### src/logic/flash_ctrl_defines.svh
`ifndef FLASH_CTRL_DEFINES_SVH
`define FLASH_CTRL_DEFINES_SVH

// ****************************************
// command codes
// ****************************************
`define CMD_ERASE_SETUP    8'h20
`define CMD_CONFIRM        8'hD0
`define CMD_WRITE_SETUP    8'h40
`define CMD_LOCK_SETUP     8'h60
`define CMD_LOCK_BLOCK     8'h01
`define CMD_LOCK_MASTER    8'hF1
`define CMD_READ_ARRAY     8'hFF
`define CMD_CLEAR_STATUS   8'h50
`define CMD_READ_STATUS    8'h70

// ****************************************
// status bit positions
// ****************************************
`define ST_READY           7
`define ST_ERASE_PAUSED    6
`define ST_ERASE_ERR       5
`define ST_PROG_ERR        4
`define ST_SUPPLY_LOW      3
`define ST_PROG_PAUSED     2
`define ST_PROTECT         1
`define ST_ERR_MASK        8'h3A
`define ST_KEEP_MASK       8'hFE

// ****************************************
// bus timing, in ns and in core clocks
// ****************************************
`define STROBE_NS          300
`define CLK_NS             100
`define STROBE_CYC         ((`STROBE_NS + `CLK_NS - 1) / `CLK_NS)
`define SYNC_EXTRA         8'h02

`endif

### src/logic/flash_ctrl_pkg.sv
`default_nettype none
package flash_ctrl_pkg;

  typedef enum logic [2:0] {
    OP_ERASE,
    OP_WRITE,
    OP_LOCK_BLOCK,
    OP_LOCK_MASTER,
    OP_CLEAR_LOCKS,
    OP_READ_ARRAY,
    OP_CLEAR_STATUS
  } op_t;

  typedef struct packed {
    op_t         op;
    logic [17:0] addr;
    logic [7:0]  data;
  } request_t;

  typedef struct packed {
    logic [7:0]  status;
    logic        error;
    logic        improper;
  } result_t;

endpackage : flash_ctrl_pkg

`default_nettype wire

### src/logic/flash_ctrl.sv
`timescale 1ns/1ps
`default_nettype none
`include "flash_ctrl_defines.svh"

// Functional notes
// RQ1 - status bit 7 high means engine ready, low means busy.
// RQ2 - ignore status bits 6..0 until bit 7 reads ready.
// RQ3 - bit 6 reports block erase suspended.
// RQ4 - bit 5 reports erase or clear-locks failure.
// RQ5 - bit 4 reports byte write or lock-set failure.
// RQ6 - bit 3 reports low program supply and aborted operation.
// RQ7 - supply bit only updated by an operation sampling the supply.
// RQ8 - bit 2 reports byte write suspended.
// RQ9 - bit 1 reports operation blocked by lock bits or reset level.
// RQ10 - protection bit only evaluated during program, erase, lock operations.
// RQ11 - mask reserved status bit 0 when polling.
// RQ12 - bits 5 and 4 both set mean improper command sequence.
// RQ13 - block erase is 20H then D0H at block address.
// RQ14 - byte write is 40H then data at the same address.
// RQ15 - lock set is 60H then 01H block or F1H master.
// RQ16 - clear all locks is 60H then D0H, address ignored.
// RQ17 - write FFH afterwards to return to array reads.
// RQ18 - completion detected by ready/busy pin or status bit 7.
// RQ19 - full error check after each operation or after a series.
// RQ20 - ready/busy goes low on accepted command, high when done.
// RQ21 - byte write suspend sets bits 7 and 2, ready/busy high.
// RQ22 - master lock without high voltage sets bits 1 and 4.
// RQ23 - after reset status shows ready, no errors, array-read mode.
// RQ24 - error bits stay set until the host clears status.
module flash_ctrl #(
  parameter int STROBE_CYCLES = `STROBE_CYC
) (
  // clock and reset
  input  wire logic                       core_clk_i,
  input  wire logic                       reset_n_i,
  // user request
  input  wire logic                       req_valid_i,
  input  wire flash_ctrl_pkg::request_t   req_i,
  output logic                            req_ready_o,
  output logic                            done_o,
  output flash_ctrl_pkg::result_t         result_o,
  // flash pins
  output logic [17:0]                     addr_o,
  output logic [7:0]                      dq_o,
  output logic                            dq_oe_o,
  input  wire logic [7:0]                 dq_i,
  output logic                            chip_en_n_o,
  output logic                            write_en_n_o,
  output logic                            out_en_n_o,
  input  wire logic                       ready_busy_n_i
);

  // ****************************************
  // pin synchronisers
  // ****************************************
  logic [7:0] dq_s1_q, dq_s2_q;
  logic       rb_s1_q, rb_s2_q;
  always_ff @(posedge core_clk_i or negedge reset_n_i) begin
    if (!reset_n_i) begin
      dq_s1_q <= 8'h00;
      dq_s2_q <= 8'h00;
      rb_s1_q <= 1'b1;
      rb_s2_q <= 1'b1;
    end else begin
      dq_s1_q <= dq_i;
      dq_s2_q <= dq_s1_q;
      rb_s1_q <= ready_busy_n_i;
      rb_s2_q <= rb_s1_q;
    end
  end

  // ****************************************
  // sequencer
  // ****************************************
  typedef enum logic [3:0] {
    S_IDLE, S_W1, S_GAP1, S_W2, S_GAP2, S_WAIT_BUSY, S_POLL, S_SAMPLE, S_DONE
  } state_t;

  state_t                    st_q, st_d;
  logic [7:0]                cnt_q, cnt_d;
  logic [7:0]                strobe_len_q, strobe_len_d;
  logic [7:0]                c1_q, c1_d, c2_q, c2_d;
  logic                      two_q, two_d, busy_op_q, busy_op_d;
  logic [17:0]               addr_q, addr_d;
  logic [7:0]                dq_q, dq_d;
  logic                      oe_q, oe_d, ce_n_q, ce_n_d, we_n_q, we_n_d, rd_n_q, rd_n_d;
  logic                      rdy_q, rdy_d, done_q, done_d;
  flash_ctrl_pkg::result_t   res_q, res_d;

  function automatic logic [15:0] encode(input flash_ctrl_pkg::request_t r);
    unique case (r.op)
      flash_ctrl_pkg::OP_ERASE:        encode = {`CMD_ERASE_SETUP, `CMD_CONFIRM};  // see RQ13
      flash_ctrl_pkg::OP_WRITE:        encode = {`CMD_WRITE_SETUP, r.data};        // see RQ14
      flash_ctrl_pkg::OP_LOCK_BLOCK:   encode = {`CMD_LOCK_SETUP, `CMD_LOCK_BLOCK}; // see RQ15
      flash_ctrl_pkg::OP_LOCK_MASTER:  encode = {`CMD_LOCK_SETUP, `CMD_LOCK_MASTER}; // see RQ15
      flash_ctrl_pkg::OP_CLEAR_LOCKS:  encode = {`CMD_LOCK_SETUP, `CMD_CONFIRM};   // see RQ16
      flash_ctrl_pkg::OP_READ_ARRAY:   encode = {`CMD_READ_ARRAY, 8'h00};          // see RQ17
      flash_ctrl_pkg::OP_CLEAR_STATUS: encode = {`CMD_CLEAR_STATUS, 8'h00};        // see RQ24
      default:                         encode = {`CMD_READ_ARRAY, 8'h00};
    endcase
  endfunction

  function automatic logic two_cycle(input flash_ctrl_pkg::op_t op);
    two_cycle = (op != flash_ctrl_pkg::OP_READ_ARRAY) && (op != flash_ctrl_pkg::OP_CLEAR_STATUS);
  endfunction

  always_comb begin
    st_d      = st_q;
    cnt_d     = cnt_q;
    strobe_len_d = we_n_q ? 8'h00 : strobe_len_q + 8'h01;
    c1_d      = c1_q;
    c2_d      = c2_q;
    two_d     = two_q;
    busy_op_d = busy_op_q;
    addr_d    = addr_q;
    dq_d      = dq_q;
    oe_d      = oe_q;
    ce_n_d    = ce_n_q;
    we_n_d    = we_n_q;
    rd_n_d    = rd_n_q;
    rdy_d     = rdy_q;
    done_d    = 1'b0;
    res_d     = res_q;
    unique case (st_q)
      S_IDLE: begin
        if (req_valid_i) begin
          {c1_d, c2_d} = encode(req_i);
          two_d     = two_cycle(req_i.op);
          busy_op_d = two_cycle(req_i.op);
          addr_d    = req_i.addr;
          dq_d      = c1_d;
          oe_d      = 1'b1;
          ce_n_d    = 1'b0;
          we_n_d    = 1'b0;
          rdy_d     = 1'b0;
          cnt_d     = 8'(STROBE_CYCLES);
          st_d      = S_W1;
        end
      end
      S_W1, S_W2: begin
        cnt_d = cnt_q - 8'h01;
        if (cnt_q == 8'h01) begin
          we_n_d = 1'b1;
          ce_n_d = 1'b1;
          cnt_d  = 8'(STROBE_CYCLES);
          st_d   = (st_q == S_W1) ? S_GAP1 : S_GAP2;
        end
      end
      S_GAP1: begin
        cnt_d = cnt_q - 8'h01;
        if (cnt_q == 8'h01) begin
          if (two_q) begin
            dq_d   = c2_q;
            ce_n_d = 1'b0;
            we_n_d = 1'b0;
            cnt_d  = 8'(STROBE_CYCLES);
            st_d   = S_W2;
          end else begin
            oe_d   = 1'b0;
            st_d   = S_DONE;
          end
        end
      end
      S_GAP2: begin
        oe_d  = 1'b0;
        cnt_d = cnt_q - 8'h01;
        if (cnt_q == 8'h01) begin
          st_d = S_WAIT_BUSY;
        end
      end
      S_WAIT_BUSY: begin
        // device pulls ready_busy low once command accepted
        if (!rb_s2_q || busy_op_q) begin
          st_d = S_POLL;
        end
      end
      S_POLL: begin
        if (rb_s2_q) begin                                        // see RQ18
          ce_n_d = 1'b0;
          rd_n_d = 1'b0;
          cnt_d  = 8'(STROBE_CYCLES) + `SYNC_EXTRA;
          st_d   = S_SAMPLE;
        end
      end
      S_SAMPLE: begin
        cnt_d = cnt_q - 8'h01;
        if (cnt_q == 8'h01) begin
          ce_n_d = 1'b1;
          rd_n_d = 1'b1;
          if (dq_s2_q[`ST_READY]) begin                           // see RQ1
            res_d.status   = dq_s2_q & `ST_KEEP_MASK;             // see RQ11
            res_d.error    = |(dq_s2_q & `ST_ERR_MASK);           // see RQ2, RQ19
            res_d.improper = dq_s2_q[`ST_ERASE_ERR] & dq_s2_q[`ST_PROG_ERR]; // see RQ12
            st_d           = S_DONE;
          end else begin
            st_d = S_POLL;
          end
        end
      end
      S_DONE: begin
        done_d = 1'b1;
        rdy_d  = 1'b1;
        st_d   = S_IDLE;
      end
      default: st_d = S_IDLE;
    endcase
  end

  always_ff @(posedge core_clk_i or negedge reset_n_i) begin
    if (!reset_n_i) begin
      st_q      <= S_IDLE;
      cnt_q     <= 8'h00;
      strobe_len_q <= 8'h00;
      c1_q      <= 8'h00;
      c2_q      <= 8'h00;
      two_q     <= 1'b0;
      busy_op_q <= 1'b0;
      addr_q    <= 18'h00000;
      dq_q      <= 8'h00;
      oe_q      <= 1'b0;
      ce_n_q    <= 1'b1;
      we_n_q    <= 1'b1;
      rd_n_q    <= 1'b1;
      rdy_q     <= 1'b1;
      done_q    <= 1'b0;
      res_q     <= '0;
    end else begin
      st_q      <= st_d;
      cnt_q     <= cnt_d;
      strobe_len_q <= strobe_len_d;
      c1_q      <= c1_d;
      c2_q      <= c2_d;
      two_q     <= two_d;
      busy_op_q <= busy_op_d;
      addr_q    <= addr_d;
      dq_q      <= dq_d;
      oe_q      <= oe_d;
      ce_n_q    <= ce_n_d;
      we_n_q    <= we_n_d;
      rd_n_q    <= rd_n_d;
      rdy_q     <= rdy_d;
      done_q    <= done_d;
      res_q     <= res_d;
    end
  end

  assign req_ready_o  = rdy_q;
  assign done_o       = done_q;
  assign result_o     = res_q;
  assign addr_o       = addr_q;
  assign dq_o         = dq_q;
  assign dq_oe_o      = oe_q;
  assign chip_en_n_o  = ce_n_q;
  assign write_en_n_o = we_n_q;
  assign out_en_n_o   = rd_n_q;
endmodule : flash_ctrl

`default_nettype wire

### config.mk
export PLATFORM = sky130hd
export DESIGN_NAME = flash_ctrl
export DESIGN_NICKNAME = d
export VERILOG_FILES = /design/src/logic/flash_ctrl_pkg.sv /design/src/logic/flash_ctrl.sv
export VERILOG_INCLUDE_DIRS = /design/src /design/src/logic
export SDC_FILE = /design/constraint.sdc
export NUM_CORES = 1
export LEC_CHECK = 0
export BUFFER_PORTS_ARGS = -buffer_cell sky130_fd_sc_hd__buf_2
export CORE_ASPECT_RATIO = 1.1
export CORE_MARGIN = 2
export CORE_UTILIZATION = 50
export DETAILED_ROUTE_END_ITERATION = 8
export PLACE_DENSITY = 0.72
export SLEW_MARGIN = 20
export SYNTH_ARGS = -nofsm -noshare
export SYNTH_HDL_FRONTEND = slang
export SYNTH_SLANG_ARGS = --single-unit
### constraint.sdc
create_clock -name core_clk_i -period 2.39 [get_ports core_clk_i]
set_clock_uncertainty 0.1 [all_clocks]
set_input_delay 0.239 -clock core_clk_i [delete_from_list [all_inputs] [get_ports core_clk_i]]
set_output_delay 0.239 -clock core_clk_i [all_outputs]
set_load 0.005 [all_outputs]
Word level (Yosys, flattened, before mapping)
Index checks and enable logic that the tools add are counted.
Widths: inputs -> output; s select.
{"block": "classes", "bitwise_logic": 1, "mux": 36, "n_addsub": 1, "reduce_logical": 26, "n_eq_ne": 26}
{"cell": "$pmux 16 s6", "count": 1}
{"cell": "$mux 8", "count": 8}
{"cell": "$pmux 8 s5", "count": 1}
{"cell": "$mux 4", "count": 9}
{"cell": "$pmux 4 s7", "count": 1}
{"cell": "$ne 2x2->1 const B", "count": 9}
{"cell": "$eq 4x3->1 const B", "count": 4}
{"cell": "$pmux 8 s2", "count": 1}
{"cell": "$mux 1", "count": 9}
{"cell": "$reduce_and 3->1", "count": 3}
{"cell": "$eq 4x2->1 const B", "count": 2}
{"cell": "$eq 8x1->1 const B", "count": 1}
{"cell": "$reduce_and 4->1", "count": 2}
{"cell": "$sub 8x1->8 const B", "count": 1}
{"cell": "$reduce_and 7->1", "count": 1}
{"cell": "$eq 3x2->1 const B", "count": 2}
{"cell": "$eq 3x3->1 const B", "count": 2}
{"cell": "$ne 3x3->1 const B", "count": 2}
{"cell": "$pmux 1 s3", "count": 2}
{"cell": "$reduce_and 6->1", "count": 1}
{"cell": "$reduce_bool 2->1", "count": 3}
{"cell": "$reduce_bool 3->1", "count": 2}
{"cell": "$reduce_and 5->1", "count": 1}
{"cell": "$reduce_bool 5->1", "count": 1}
{"cell": "18 further kinds", "count": 21}
{"block": "word_totals", "inputBits": 41, "wordCells": 109, "reg_bits": 80, "output_inout_bits": 42}

Longest topological paths before layout
Gate-level depths: netlist (run 1).
{"block": "logic_depth", "ltp_word": 4, "depth_mapped": 7, "depth_no_buf": 6}

Least setup slack after synthesis (run 1)
OpenSTA, ideal clock, no wires.
{"block": "synth_timing", "path_type": "register to register", "start": "register cnt_q[0]", "end": "register st_q[0]", "arrival_time_ns": 1.758, "setup_ns": 0.125, "required_ns": 2.165, "path_slack_ns": 0.407, "synth_period_minus_slack_ns": 1.983, "n_path_buf": 1, "stages_incl_launch_ff": 7, "cell_sequence": "dfrtp_1 > ha_1 > nor3b_2 > and2_2 > buf_2 > o221ai_1 > mux2_2"}
{"block": "synth_between", "elab_chain_cells": 3, "word_cells_on_any_way": 6, "classes_between": "eq/ne (5); reduce/logical (1)"}
{"element": "from (decl)", "line_no": "flash_ctrl.sv:80", "source": "logic [7:0] cnt_q, cnt_d;"}
{"element": "from (signal assigned)", "line_no": "flash_ctrl.sv:229", "source": "cnt_q <= cnt_d;"}
{"element": "$eq 8x1->1 (*)"}
{"element": "$ne 2x2->1 (no source line)"}
{"element": "$reduce_and 7->1 (no source line) (*)"}
{"element": "to (signal assigned)", "line_no": "flash_ctrl.sv:228", "source": "st_q <= st_d;"}
{"element": "to (decl)", "line_no": "flash_ctrl.sv:79", "source": "state_t st_q, st_d;"}
Every way passes the cells marked *; elsewhere a longest branch is shown, timed or not.
A chain may end at the register's enable or synchronous reset.

Worst setup path in the final report (run 1)
Ends and elaborated chain as after synthesis.

==> flow_summary_export.csv, run 1 <==
group,metric,value,unit
timing,hold_violations,0,
critical_path,worstSetupStartpointType,"flip-flop",
cells_and_area,drive_above_1_share,37.5,%
global_route,grt_use_met1,25.6,%
critical_path,reg2regPathDepth,6,
power,power_density,557,mW/mm^2
cells_and_area,final_cell_mix,"79 x buf_2, 72 x dfrtp_1, 26 x nand2_1, 26 x mux2_2, 25 x a21oi_1",
power,p_int,1.88,mW
placement,gp_congestion,0.841,
critical_path,path_cells,"ha_1 -> nor3b_2 -> buf_4 -> and2_2 -> o221ai_1 -> mux2_2",
placement,placed_cell_area,0.00405,sq mm
die,die_w,83.7,um
cells_and_area,syn_to_final_growth,27.1,%
global_route,gr-max-usage-layer,"met2",
cells_and_area,final_core_util,66.6,%
power,switchingPower,0.594,mW
synthesis,synth_seq_cells,78,
cells_and_area,n_antenna_cell,0,
die,dieHeight,91.7,um
critical_path,cp.arrival,2350,ps
clock_tree,cts_tree,"done",
timing,relSlewSlack,37.9,%
critical_path,crit_fanout,7,
clock_tree,cts_setup_buffers,0,
synthesis,syn_nets,352,
route,first_pass_iters,4,
clock_tree,clk_root_buffer_cell,"clkbuf_8",
timing,grt_setup_unrepaired,"false",
clock_tree,post_cts_resized,0,
synthesis,postSynthAreaPerCell,11.3,sq um
die,pin_count,83,
power,pwr-share-clk,41.4,%
clock_tree,htree_levels,3,
synthesis,yosysTopAreaCell,"dfrtp_1",
die,coreArea,0.00667,sq mm
critical_path,critPathRequiredTime,2540,ps
cells_and_area,fin_nets,459,
die,dieArea,0.00767,sq mm
clock_tree,clkSinkCount,78,
power,power.leakage,2.19,nW
route,drtAntennaViolNets,0,
power,totalPowerFinal,2.47,mW
worst_hold_path,worstHoldPathType,"primary input to flip-flop",
route,via_per_inst,5.42,
power,peakVddDrop,0.476,mV
global_route,antenna_found_initial,0,
power,combPwrFrac,4.4,%
clock_tree,numCtsBuffers,9,
route,drcViolationCount,0,
timing,fin_crit,2200,ps
synthesis,yosys_warnings,0,
run_status,status,"completed",
route,drt_iter0_markers,132,
cells_and_area,layout_commonest_cell,"buf_2",
critical_path,worstSetupPathType,"flip-flop to flip-flop",
global_route,use_met2,35.4,%
global_route,gr-total-overflow,0,
synthesis,synth_edf_count,0,
synthesis,ys.flop_type,"dfrtp_1",
timing,max_freq,0.455,GHz
power,switching_share,24.0,%
critical_path,path_depth,6,
route,wl_per_cell,15.1,um
global_route,grt_use_total,20.8,%
timing,drv_slew,0,
placement,dp_slack,216,ps
placement,post-dp-hpwl,4.92,mm
route,vias,2727,
synthesis,syn_area,0.00349,sq mm
critical_path,endpoint_kind,"flip-flop",
timing,worst_slack,190,ps
run,cap_violations,0,
clock_tree,cts.clk_slew.worst_paths,90,ps
critical_path,cp_slowest_stage_delay,460,ps
synthesis,synthTopCellsByArea,"dfrtp_1 52%, mux2_2 8.4%, dfstp_2 4.5%",
clock_tree,cts_buffer_depth,2,
timing,finalCritPeriodShare,92.0,%
synthesis,netlist_instances,309,
synthesis,async_flop_share,100,%
global_route,grt_pass1_vias,2628,
global_route,met3_usage,4.32,%
timing,tns,0,ps
critical_path,slowest_stage,"dfrtp_1",
synthesis,yosysSeqAreaShare,56.1,%
synthesis,synth_cell_types,55,
timing,finalSetupViolCount,0,
critical_path,path_delay_family,"flip-flops",
power,p_seq_share,54.2,%
global_route,grt_pass1_wl,12.5,mm
synthesis,synth.top_cell.area_share,51.6,%
die,rows,31,
global_route,grt_max_degree,79,
critical_path,cp.buffers_inverters,1,
die,start_util,52.4,%
route,wl,7.60,mm
timing,worst_slew_pin_slew,931,ps
clock_tree,clock_latency,360,ps
cells_and_area,fin_area,0.00444,sq mm
worst_hold_path,min_delay_path_depth,2,
placement,portBuffers,80,
[per-layer routing]
layer  up-vias  part of all wire [%]  routed length, um
met3        11                   4.1                315
met5         -                     0                  0
met1      1321                    43               3250
li1       1323                     -                  -
met2        72                    51               3900
met4         0                   1.8                136
[sequential cells by signal (all words and copies together), names as in the netlist, 4 cells and up]
signal    cells
addr_o       18
result_o      9
c2_q          8
cnt_q         8
dq_o          8
dq_s1_q       7
dq_s2_q       7
st_q          4
[metrics by stage]
stage	cells	hold slack, ps
final	503	9.50
after global routing	503	2.88
after CTS	503	0.166
after detailed placement	468	235
after global placement	468	232
after floorplan	309	-157
[final timing paths]
| check | startpoint | end | slack [ps] |
|---|---|---|---|
| worst min-delay path | req_i[17] | addr_o[9] | 9 |
| worst max-delay path | cnt_q[0] | st_q[0] | 190 |
| worst max register to register | cnt_q[0] | st_q[0] | 190 |
| min in group asynchronous | reset_n_i | cnt_q[3] | 470 |
| worst min register to register | dq_s1_q[2] | dq_s2_q[2] | 250 |
| max in group asynchronous | reset_n_i | dq_s2_q[3] | 1130 |
[synthesized netlist by cell type (all sizes together), types with 10 or more instances]
cell type	count
mux2	28
clkbuf	10
inv	12
nor2	15
dfrtp	72
buf	10
nand2	26
a21oi	25
o21ai	20
[power by group through the flow]
stage | Combinational, mW | Sequential [mW] | Clock, mW
4_1_cts | 0.109 | 1.34 | 1.04
2_1_floorplan | 0.0250 | 1.36 | 0
3_5_place_dp | 0.0844 | 1.37 | 0
6_report | 0.108 | 1.34 | 1.02
3_3_place_gp | 0.0839 | 1.37 | 0
5_1_grt | 0.123 | 1.34 | 1.10
[cell type report]
cell class              instances  area, sq um
well taps                      82          103
flip-flops and latches         78         1960
clock inverters                 7         80.1
clock buffers                   9          124
inverters                      12         45.0
multi-input cells             199         1400
fillers                       506         2230
repair buffers                116          733
[logic make-up after synthesis]
kind of cell | after synthesis | share of synthesized area (%)
adder cells (fa/ha/maj) | 2 | 0.716
AND/OR/NAND/NOR | 84 | 13.7
multiplexers | 34 | 11.0
flip-flops | 78 | 56.1
other | 1 | 0.107
XOR/XNOR | 2 | 0.501
buffers and inverters | 32 | 3.90
AO/OA/AOI/OAI | 76 | 14.0
[timing repair]
item                                    in CTS  in global routing
endpoints found under the setup margin       0                  0
hold endpoints to repair                    90                  0
hold buffers                                19                  0
No activity file was read; power rests on OpenSTA's default activity.
==> run 2: changes to the inputs <==
--- a/config.mk
+++ b/config.mk
@@ -6,6 +6,7 @@
 export SDC_FILE = /design/constraint.sdc
 export NUM_CORES = 1
 export LEC_CHECK = 0
+export ABC_AREA = 1
 export BUFFER_PORTS_ARGS = -buffer_cell sky130_fd_sc_hd__buf_2
 export CORE_ASPECT_RATIO = 1.1
 export CORE_MARGIN = 2
==> run 2 against run 1 <==
  * Routed wire length is 4.9% higher
  * Maximum frequency is 20% higher
  * Highest routed layer unchanged
  * First-iteration DRC count is 9.1% higher
  * Via count is 13% higher
  * Design area is 2.4% higher
  * Worst setup slack better by 360 ps
  * Register-to-register slack better by 360 ps
  * Non-clock buffer count is 7 lower
  * Global-route usage is 0.85 points higher
  * Critical endpoint is now cnt_q[6]
  * Utilization is 1.7 points lower
==> flow_summary_export.csv, run 2 <==
group,metric,value,unit
route,wl,7.97,mm
synthesis,syn_nets,464,
route,drtAntennaViolNets,0,
die,die_w,85.1,um
die,dieArea,0.00793,sq mm
timing,grt_setup_unrepaired,"false",
global_route,gr-total-overflow,0,
synthesis,synth.top_cell.area_share,49.8,%
timing,relSlewSlack,59.1,%
cells_and_area,final_cell_mix,"142 x nand2_1, 79 x buf_2, 72 x dfrtp_1",
synthesis,syn_area,0.00362,sq mm
power,peakVddDrop,0.614,mV
timing,drv_slew,0,
clock_tree,cts_setup_buffers,0,
route,first_pass_iters,5,
critical_path,crit_fanout,10,
power,power_density,1190,mW/mm^2
timing,hold_ws,41.7,ps
placement,post-dp-hpwl,5.40,mm
synthesis,yosys_warnings,0,
global_route,antenna_found_initial,0,
synthesis,yosysSeqAreaShare,54.1,%
synthesis,postSynthAreaPerCell,8.59,sq um
timing,finalCritPeriodShare,76.8,%
route,drt_iter0_markers,144,
clock_tree,cts_buffer_depth,2,
run_status,status,"completed",
synthesis,async_flop_share,100,%
synthesis,netlist_instances,421,
clock_tree,htree_levels,3,
timing,hold_violations,0,
global_route,grt_pass1_wl,13.8,mm
placement,portBuffers,80,
clock_tree,cts.clk_slew.worst_paths,80,ps
timing,finalSetupViolCount,0,
synthesis,synth_edf_count,0,
timing,max_freq,0.545,GHz
route,vias,3070,
clock_tree,cts_tree,"done",
synthesis,yosysTopAreaCell,"dfrtp_1",
cells_and_area,drive_above_1_share,28.4,%
synthesis,synth_cell_types,37,
run,cap_violations,0,
die,start_util,51.6,%
placement,gp_congestion,0.891,
power,power.leakage,2.44,nW
cells_and_area,syn_to_final_growth,25.7,%
critical_path,critPathRequiredTime,2520,ps
global_route,grt_max_degree,49,
cells_and_area,largest_reg_flops,18,
global_route,grt_pass1_vias,3079,
worst_hold_path,worstHoldPathType,"primary input to flip-flop",
die,pin_count,83,
clock_tree,numCtsBuffers,9,
synthesis,synth_seq_cells,78,
critical_path,endpoint_kind,"flip-flop",
cells_and_area,n_antenna_cell,0,
timing,worst_slew_pin_slew,614,ps
critical_path,worstSetupStartpointType,"flip-flop",
global_route,grt_use_total,21.7,%
route,via_per_inst,4.93,
route,wl_per_cell,12.8,um
synthesis,synthTopCellsByArea,"dfrtp_1 50%, nand2_1 15%, dfstp_2 4.4%",
die,dieHeight,93.2,um
synthesis,ys.flop_type,"dfrtp_1",
timing,tns,0,ps
clock_tree,clkSinkCount,78,
critical_path,cp.arrival,1970,ps
die,rows,32,
clock_tree,clock_latency,350,ps
clock_tree,clk_root_buffer_cell,"clkbuf_8",
route,drcViolationCount,0,
synthesis,synth_most_common_cell,"nand2_1",
cells_and_area,fin_nets,576,
critical_path,regToRegSetupSlack,550,ps
power,totalPowerFinal,5.42,mW
synthesis,synth_commonest_cells,"142 x nand2_1, 72 x dfrtp_1, 40 x inv_1, 26 x nor2_1",
die,coreArea,0.00701,sq mm
timing,fin_crit,1840,ps
cells_and_area,layout_commonest_cell,"nand2_1",
critical_path,worstSetupPathType,"flip-flop to flip-flop",
run 2: cell types whose count changed after synthesis, sizes merged, moves of 6 or more:
cell,delta
or4,-6
o21ai,+18
mux2,-28
nor2,+23
nand3,+19
nand2,+129
a21oi,-14
clkbuf,-10
mux2i,-6
inv,+38
run 2: path summary, 6_finish.rpt:
check | from | endpoint | cells after the start
min reg2reg | dq_s1_q[2] | dq_s2_q[2] | 0
min | req_i[1] | c2_q[1] | 3
max in group asynchronous | reset_n_i | req_ready_o | 3
max reg2reg | cnt_q[1] | cnt_q[6] | 9
min in group asynchronous | reset_n_i | result_o[6] | 2
max | cnt_q[1] | cnt_q[6] | 9
run 2: layout make-up:
cell class / instances / area (sq um)
clock buffers: 11 / 141
clock inverters: 5 / 40.0
fillers: 605 / 2460
inverters: 50 / 190
multi-input cells: 285 / 1410
flip-flops and latches: 78 / 1960
well taps: 85 / 106
repair buffers: 109 / 701
run 2: kinds of logic after synthesis:
logic type               Yosys count  share of synthesized area [%]
AO/OA/AOI/OAI                     56                           9.20
XOR/XNOR                           1                          0.242
flip-flops                        78                           54.1
buffers and inverters             58                           6.85
adder cells (fa/ha/maj)            2                          0.691
other                              1                          0.104
AND/OR/NAND/NOR                  225                           28.8
run 2: stage by stage:
| step | instance area (sq um) | instances | setup WS, ps | util [%] |
|---|---|---|---|---|
| final | 4550 | 623 | 554 | 64.9 |
| after global routing | 4550 | 623 | 444 | 64.9 |
| after CTS | 4550 | 623 | 569 | 64.9 |
| after detailed placement | 4100 | 580 | 584 | 58.5 |
| after global placement | 4100 | 580 | 633 | 58.5 |
| after floorplan | 3620 | 421 | 796 | - |
run 2: routing by layer:
| metal | vias up | track usage (%) | routed length (um) |
|---|---|---|---|
| met3 | 11 | 4.77 | 417 |
| li1 | 1548 | - | - |
| met5 | - | 0 | 0 |
| met2 | 88 | 37.2 | 4010 |
| met4 | 0 | 7.54 | 98 |
| met1 | 1423 | 27.0 | 3440 |
run 2: worst max-delay path, stage by stage (launching register included):
cell     delay, ps
dfrtp_1        360
inv_1          100
ha_1           150
nand2_1        120
nor2_8         220
nand2_2        100
a21oi_1        290
nand2_1        160
nand2_1         80
nor2_1          40
run 2: report_power, final:
group	switching [mW]	internal [mW]	total (mW)	leakage [nW]
Clock	0.499	0.417	0.916	0.0947
Sequential	0.304	1.78	2.09	0.972
Combinational	1.52	0.897	2.42	1.37
run 2: timing repair:
item                                   in CTS  in global routing
gates resized for setup                     0                  0
hold buffers                               27                  0
endpoints found under the hold margin      70                  0
==> run 3: changes to the inputs <==
--- a/config.mk
+++ b/config.mk
@@ -10,7 +10,7 @@
 export BUFFER_PORTS_ARGS = -buffer_cell sky130_fd_sc_hd__buf_2
 export CORE_ASPECT_RATIO = 1.1
 export CORE_MARGIN = 2
-export CORE_UTILIZATION = 50
+export CORE_UTILIZATION = 48
 export DETAILED_ROUTE_END_ITERATION = 8
 export PLACE_DENSITY = 0.72
 export SLEW_MARGIN = 20
==> constraint.sdc (replaced) <==
create_clock -name core_clk_i -period 1.6 [get_ports core_clk_i]
set_clock_uncertainty 0.1 [all_clocks]
set_input_delay 0.16 -clock core_clk_i [delete_from_list [all_inputs] [get_ports core_clk_i]]
set_output_delay 0.16 -clock core_clk_i [all_outputs]
set_load 0.005 [all_outputs]
==> run 3 against run 2 <==
  * Clock power increased by 65%
  * Largest cell class unchanged
  * Combinational power is 87% higher
  * Routed wire length increased by 7.8%
  * Register-to-register slack worse by 530 ps
  * Worst hold slack got worse by 3.6 ps
  * Non-clock buffer count rose by 37
  * Sequential cell count unchanged
  * First-iteration DRC count increased by 0.69%
  * Clock-buffer cell count down 2
  * Critical endpoint is now dq_o[3]
  * Maximum frequency grew 16%
==> flow_summary_export.csv, run 3 (same netlist as run 2, synthesis figures left out) <==
group,metric,value,unit
run_status,status,"completed",
timing,finalCritPeriodShare,98.8,%
power,power.leakage,2.64,nW
timing,grt_setup_unrepaired,"true",
route,first_pass_iters,4,
route,wl,8.59,mm
timing,finalSetupViolCount,0,
critical_path,cp_slowest_stage_delay,400,ps
route,wl_per_cell,13.0,um
critical_path,worstSetupPathType,"flip-flop to flip-flop",
critical_path,cp-startpoint,"cnt_q[3]",
critical_path,r2r_start,"cnt_q[3]",
die,pin_count,83,
global_route,grt_pass1_wl,14.2,mm
die,dieHeight,95.1,um
cells_and_area,final_cell_mix,"132 x nand2_1, 79 x buf_2, 68 x dfrtp_1",
global_route,grt_use_total,22.2,%
critical_path,cp.arrival,1730,ps
critical_path,reg2regPathDepth,8,
global_route,grt_max_degree,36,
global_route,gr-total-overflow,0,
die,rows,33,
route,via_per_inst,4.83,
clock_tree,htree_levels,3,
die,coreArea,0.00739,sq mm
critical_path,cp-endpoint,"dq_o[3]",
clock_tree,cts.clk_slew.worst_paths,90,ps
clock_tree,clkSinkCount,78,
critical_path,r2r-end,"dq_o[3]",
clock_tree,cts_tree,"done",
critical_path,path_depth,8,
critical_path,critPathRequiredTime,1750,ps
cells_and_area,largest_reg_flops,18,
placement,dp_cells,606,
cells_and_area,n_antenna_cell,0,
route,drcViolationCount,0,
cells_and_area,drive_above_1_share,36.3,%
power,totalPowerFinal,9.17,mW
placement,dp_slack,-59.3,ps
clock_tree,cts_buffer_depth,2,
timing,fin_crit,1580,ps
critical_path,path_cells,"nor2_2 -> nand2_2 -> nor2_8 -> nand2_4 -> nand2_4 -> nand3_4 -> nand2_2 -> o21ai_2",
die,start_util,49.0,%
die,dieArea,0.00825,sq mm
global_route,grt_pass1_vias,3097,
route,vias,3201,
cells_and_area,fin_cells,663,
critical_path,slowest_stage,"dfrtp_1",
timing,hold_violations,0,
power,peakVddDrop,1.38,mV
run,cap_violations,0,
route,drt_iter0_markers,145,
clock_tree,clock_latency,350,ps
critical_path,endpoint_kind,"flip-flop",
critical_path,cp.buffers_inverters,0,
timing,drv_slew,0,
placement,post-dp-hpwl,5.77,mm
clock_tree,clk_root_buffer_cell,"clkbuf_8",
timing,worst_slack,19.5,ps
timing,tns,0,ps
global_route,antenna_found_initial,0,
die,die_w,86.8,um
critical_path,regToRegSetupSlack,20,ps
timing,max_freq,0.633,GHz
placement,portBuffers,80,
worst_hold_path,worstHoldPathType,"primary input to flip-flop",
cells_and_area,layout_commonest_cell,"nand2_1",
clock_tree,numCtsBuffers,9,
route,drtAntennaViolNets,0,
placement,gp_congestion,0.899,
timing,hold_ws,38.1,ps
cells_and_area,syn_to_final_growth,38.5,%
critical_path,path_delay_family,"simple AND/OR/NAND/NOR gates",
critical_path,worstSetupStartpointType,"flip-flop",
power,power_density,1830,mW/mm^2
cells_and_area,fin_nets,614,
critical_path,crit_fanout,8,
run 3: cell type report:
| type | instances | area (sq um) |
|---|---|---|
| Clock buffer | 9 | 124 |
| Clock inverter | 7 | 80.1 |
| Fill cell | 589 | 2380 |
| Inverter | 50 | 200 |
| Multi-Input combinational cell | 286 | 1530 |
| Sequential cell | 78 | 1960 |
| Tap cell | 87 | 109 |
| Timing Repair Buffer | 146 | 1000 |
run 3: power by group:
group | internal [mW] | switching (mW)
Combinational | 1.90 | 2.64
Sequential | 2.67 | 0.456
Clock | 0.739 | 0.768
Total | 5.31 | 3.86
run 3: how the worst min path moves through the flow:
| stage | startpoint | end | slack [ps] | cells after the start |
|---|---|---|---|---|
| finish | req_i[7] | c2_q[7] | 40 | 5 |
| global route | req_i[7] | c2_q[7] | 60 | 5 |
| CTS | req_i[7] | c2_q[7] | 20 | 5 |
| detailed placement | reset_n_i | cnt_q[4] | -20 | 1 |
| global placement | reset_n_i | cnt_q[3] | -20 | 1 |
| floorplan | reset_n_i | addr_o[0] | -240 | 0 |
run 3: worst register-to-register path, cell delays in order, from the launching register on:
cell	delay, ps
dfrtp_1	400
nor2_2	150
nand2_2	120
nor2_8	180
nand2_4	100
nand2_4	120
nand3_4	150
nand2_2	110
o21ai_2	50
run 3: routing by layer:
| layer | vias to the layer above | wire [um] | track usage (%) |
|---|---|---|---|
| met5 | - | 0 | 0 |
| met4 | 0 | 136 | 7.16 |
| met3 | 14 | 447 | 6.58 |
| met2 | 85 | 4390 | 36.1 |
| met1 | 1477 | 3620 | 28.5 |
| li1 | 1625 | - | - |
run 3: timing repair:
item | in CTS | in global routing
pin swaps | 2 | 9
setup endpoints to repair | 21 | 53
endpoints found under the hold margin | 109 | 0
gates cloned | 1 | 0
hold buffers | 33 | 0
gates resized for setup | 6 | 36
buffers inserted | 0 | 7
run 3: metrics by stage:
step	util, %	cell area [sq um]
6_report	67.8	5010
5_1_grt	67.8	5010
3_3_place_gp	57.9	4280
2_1_floorplan	-	3620
3_5_place_dp	57.9	4280
4_1_cts	65.5	4840
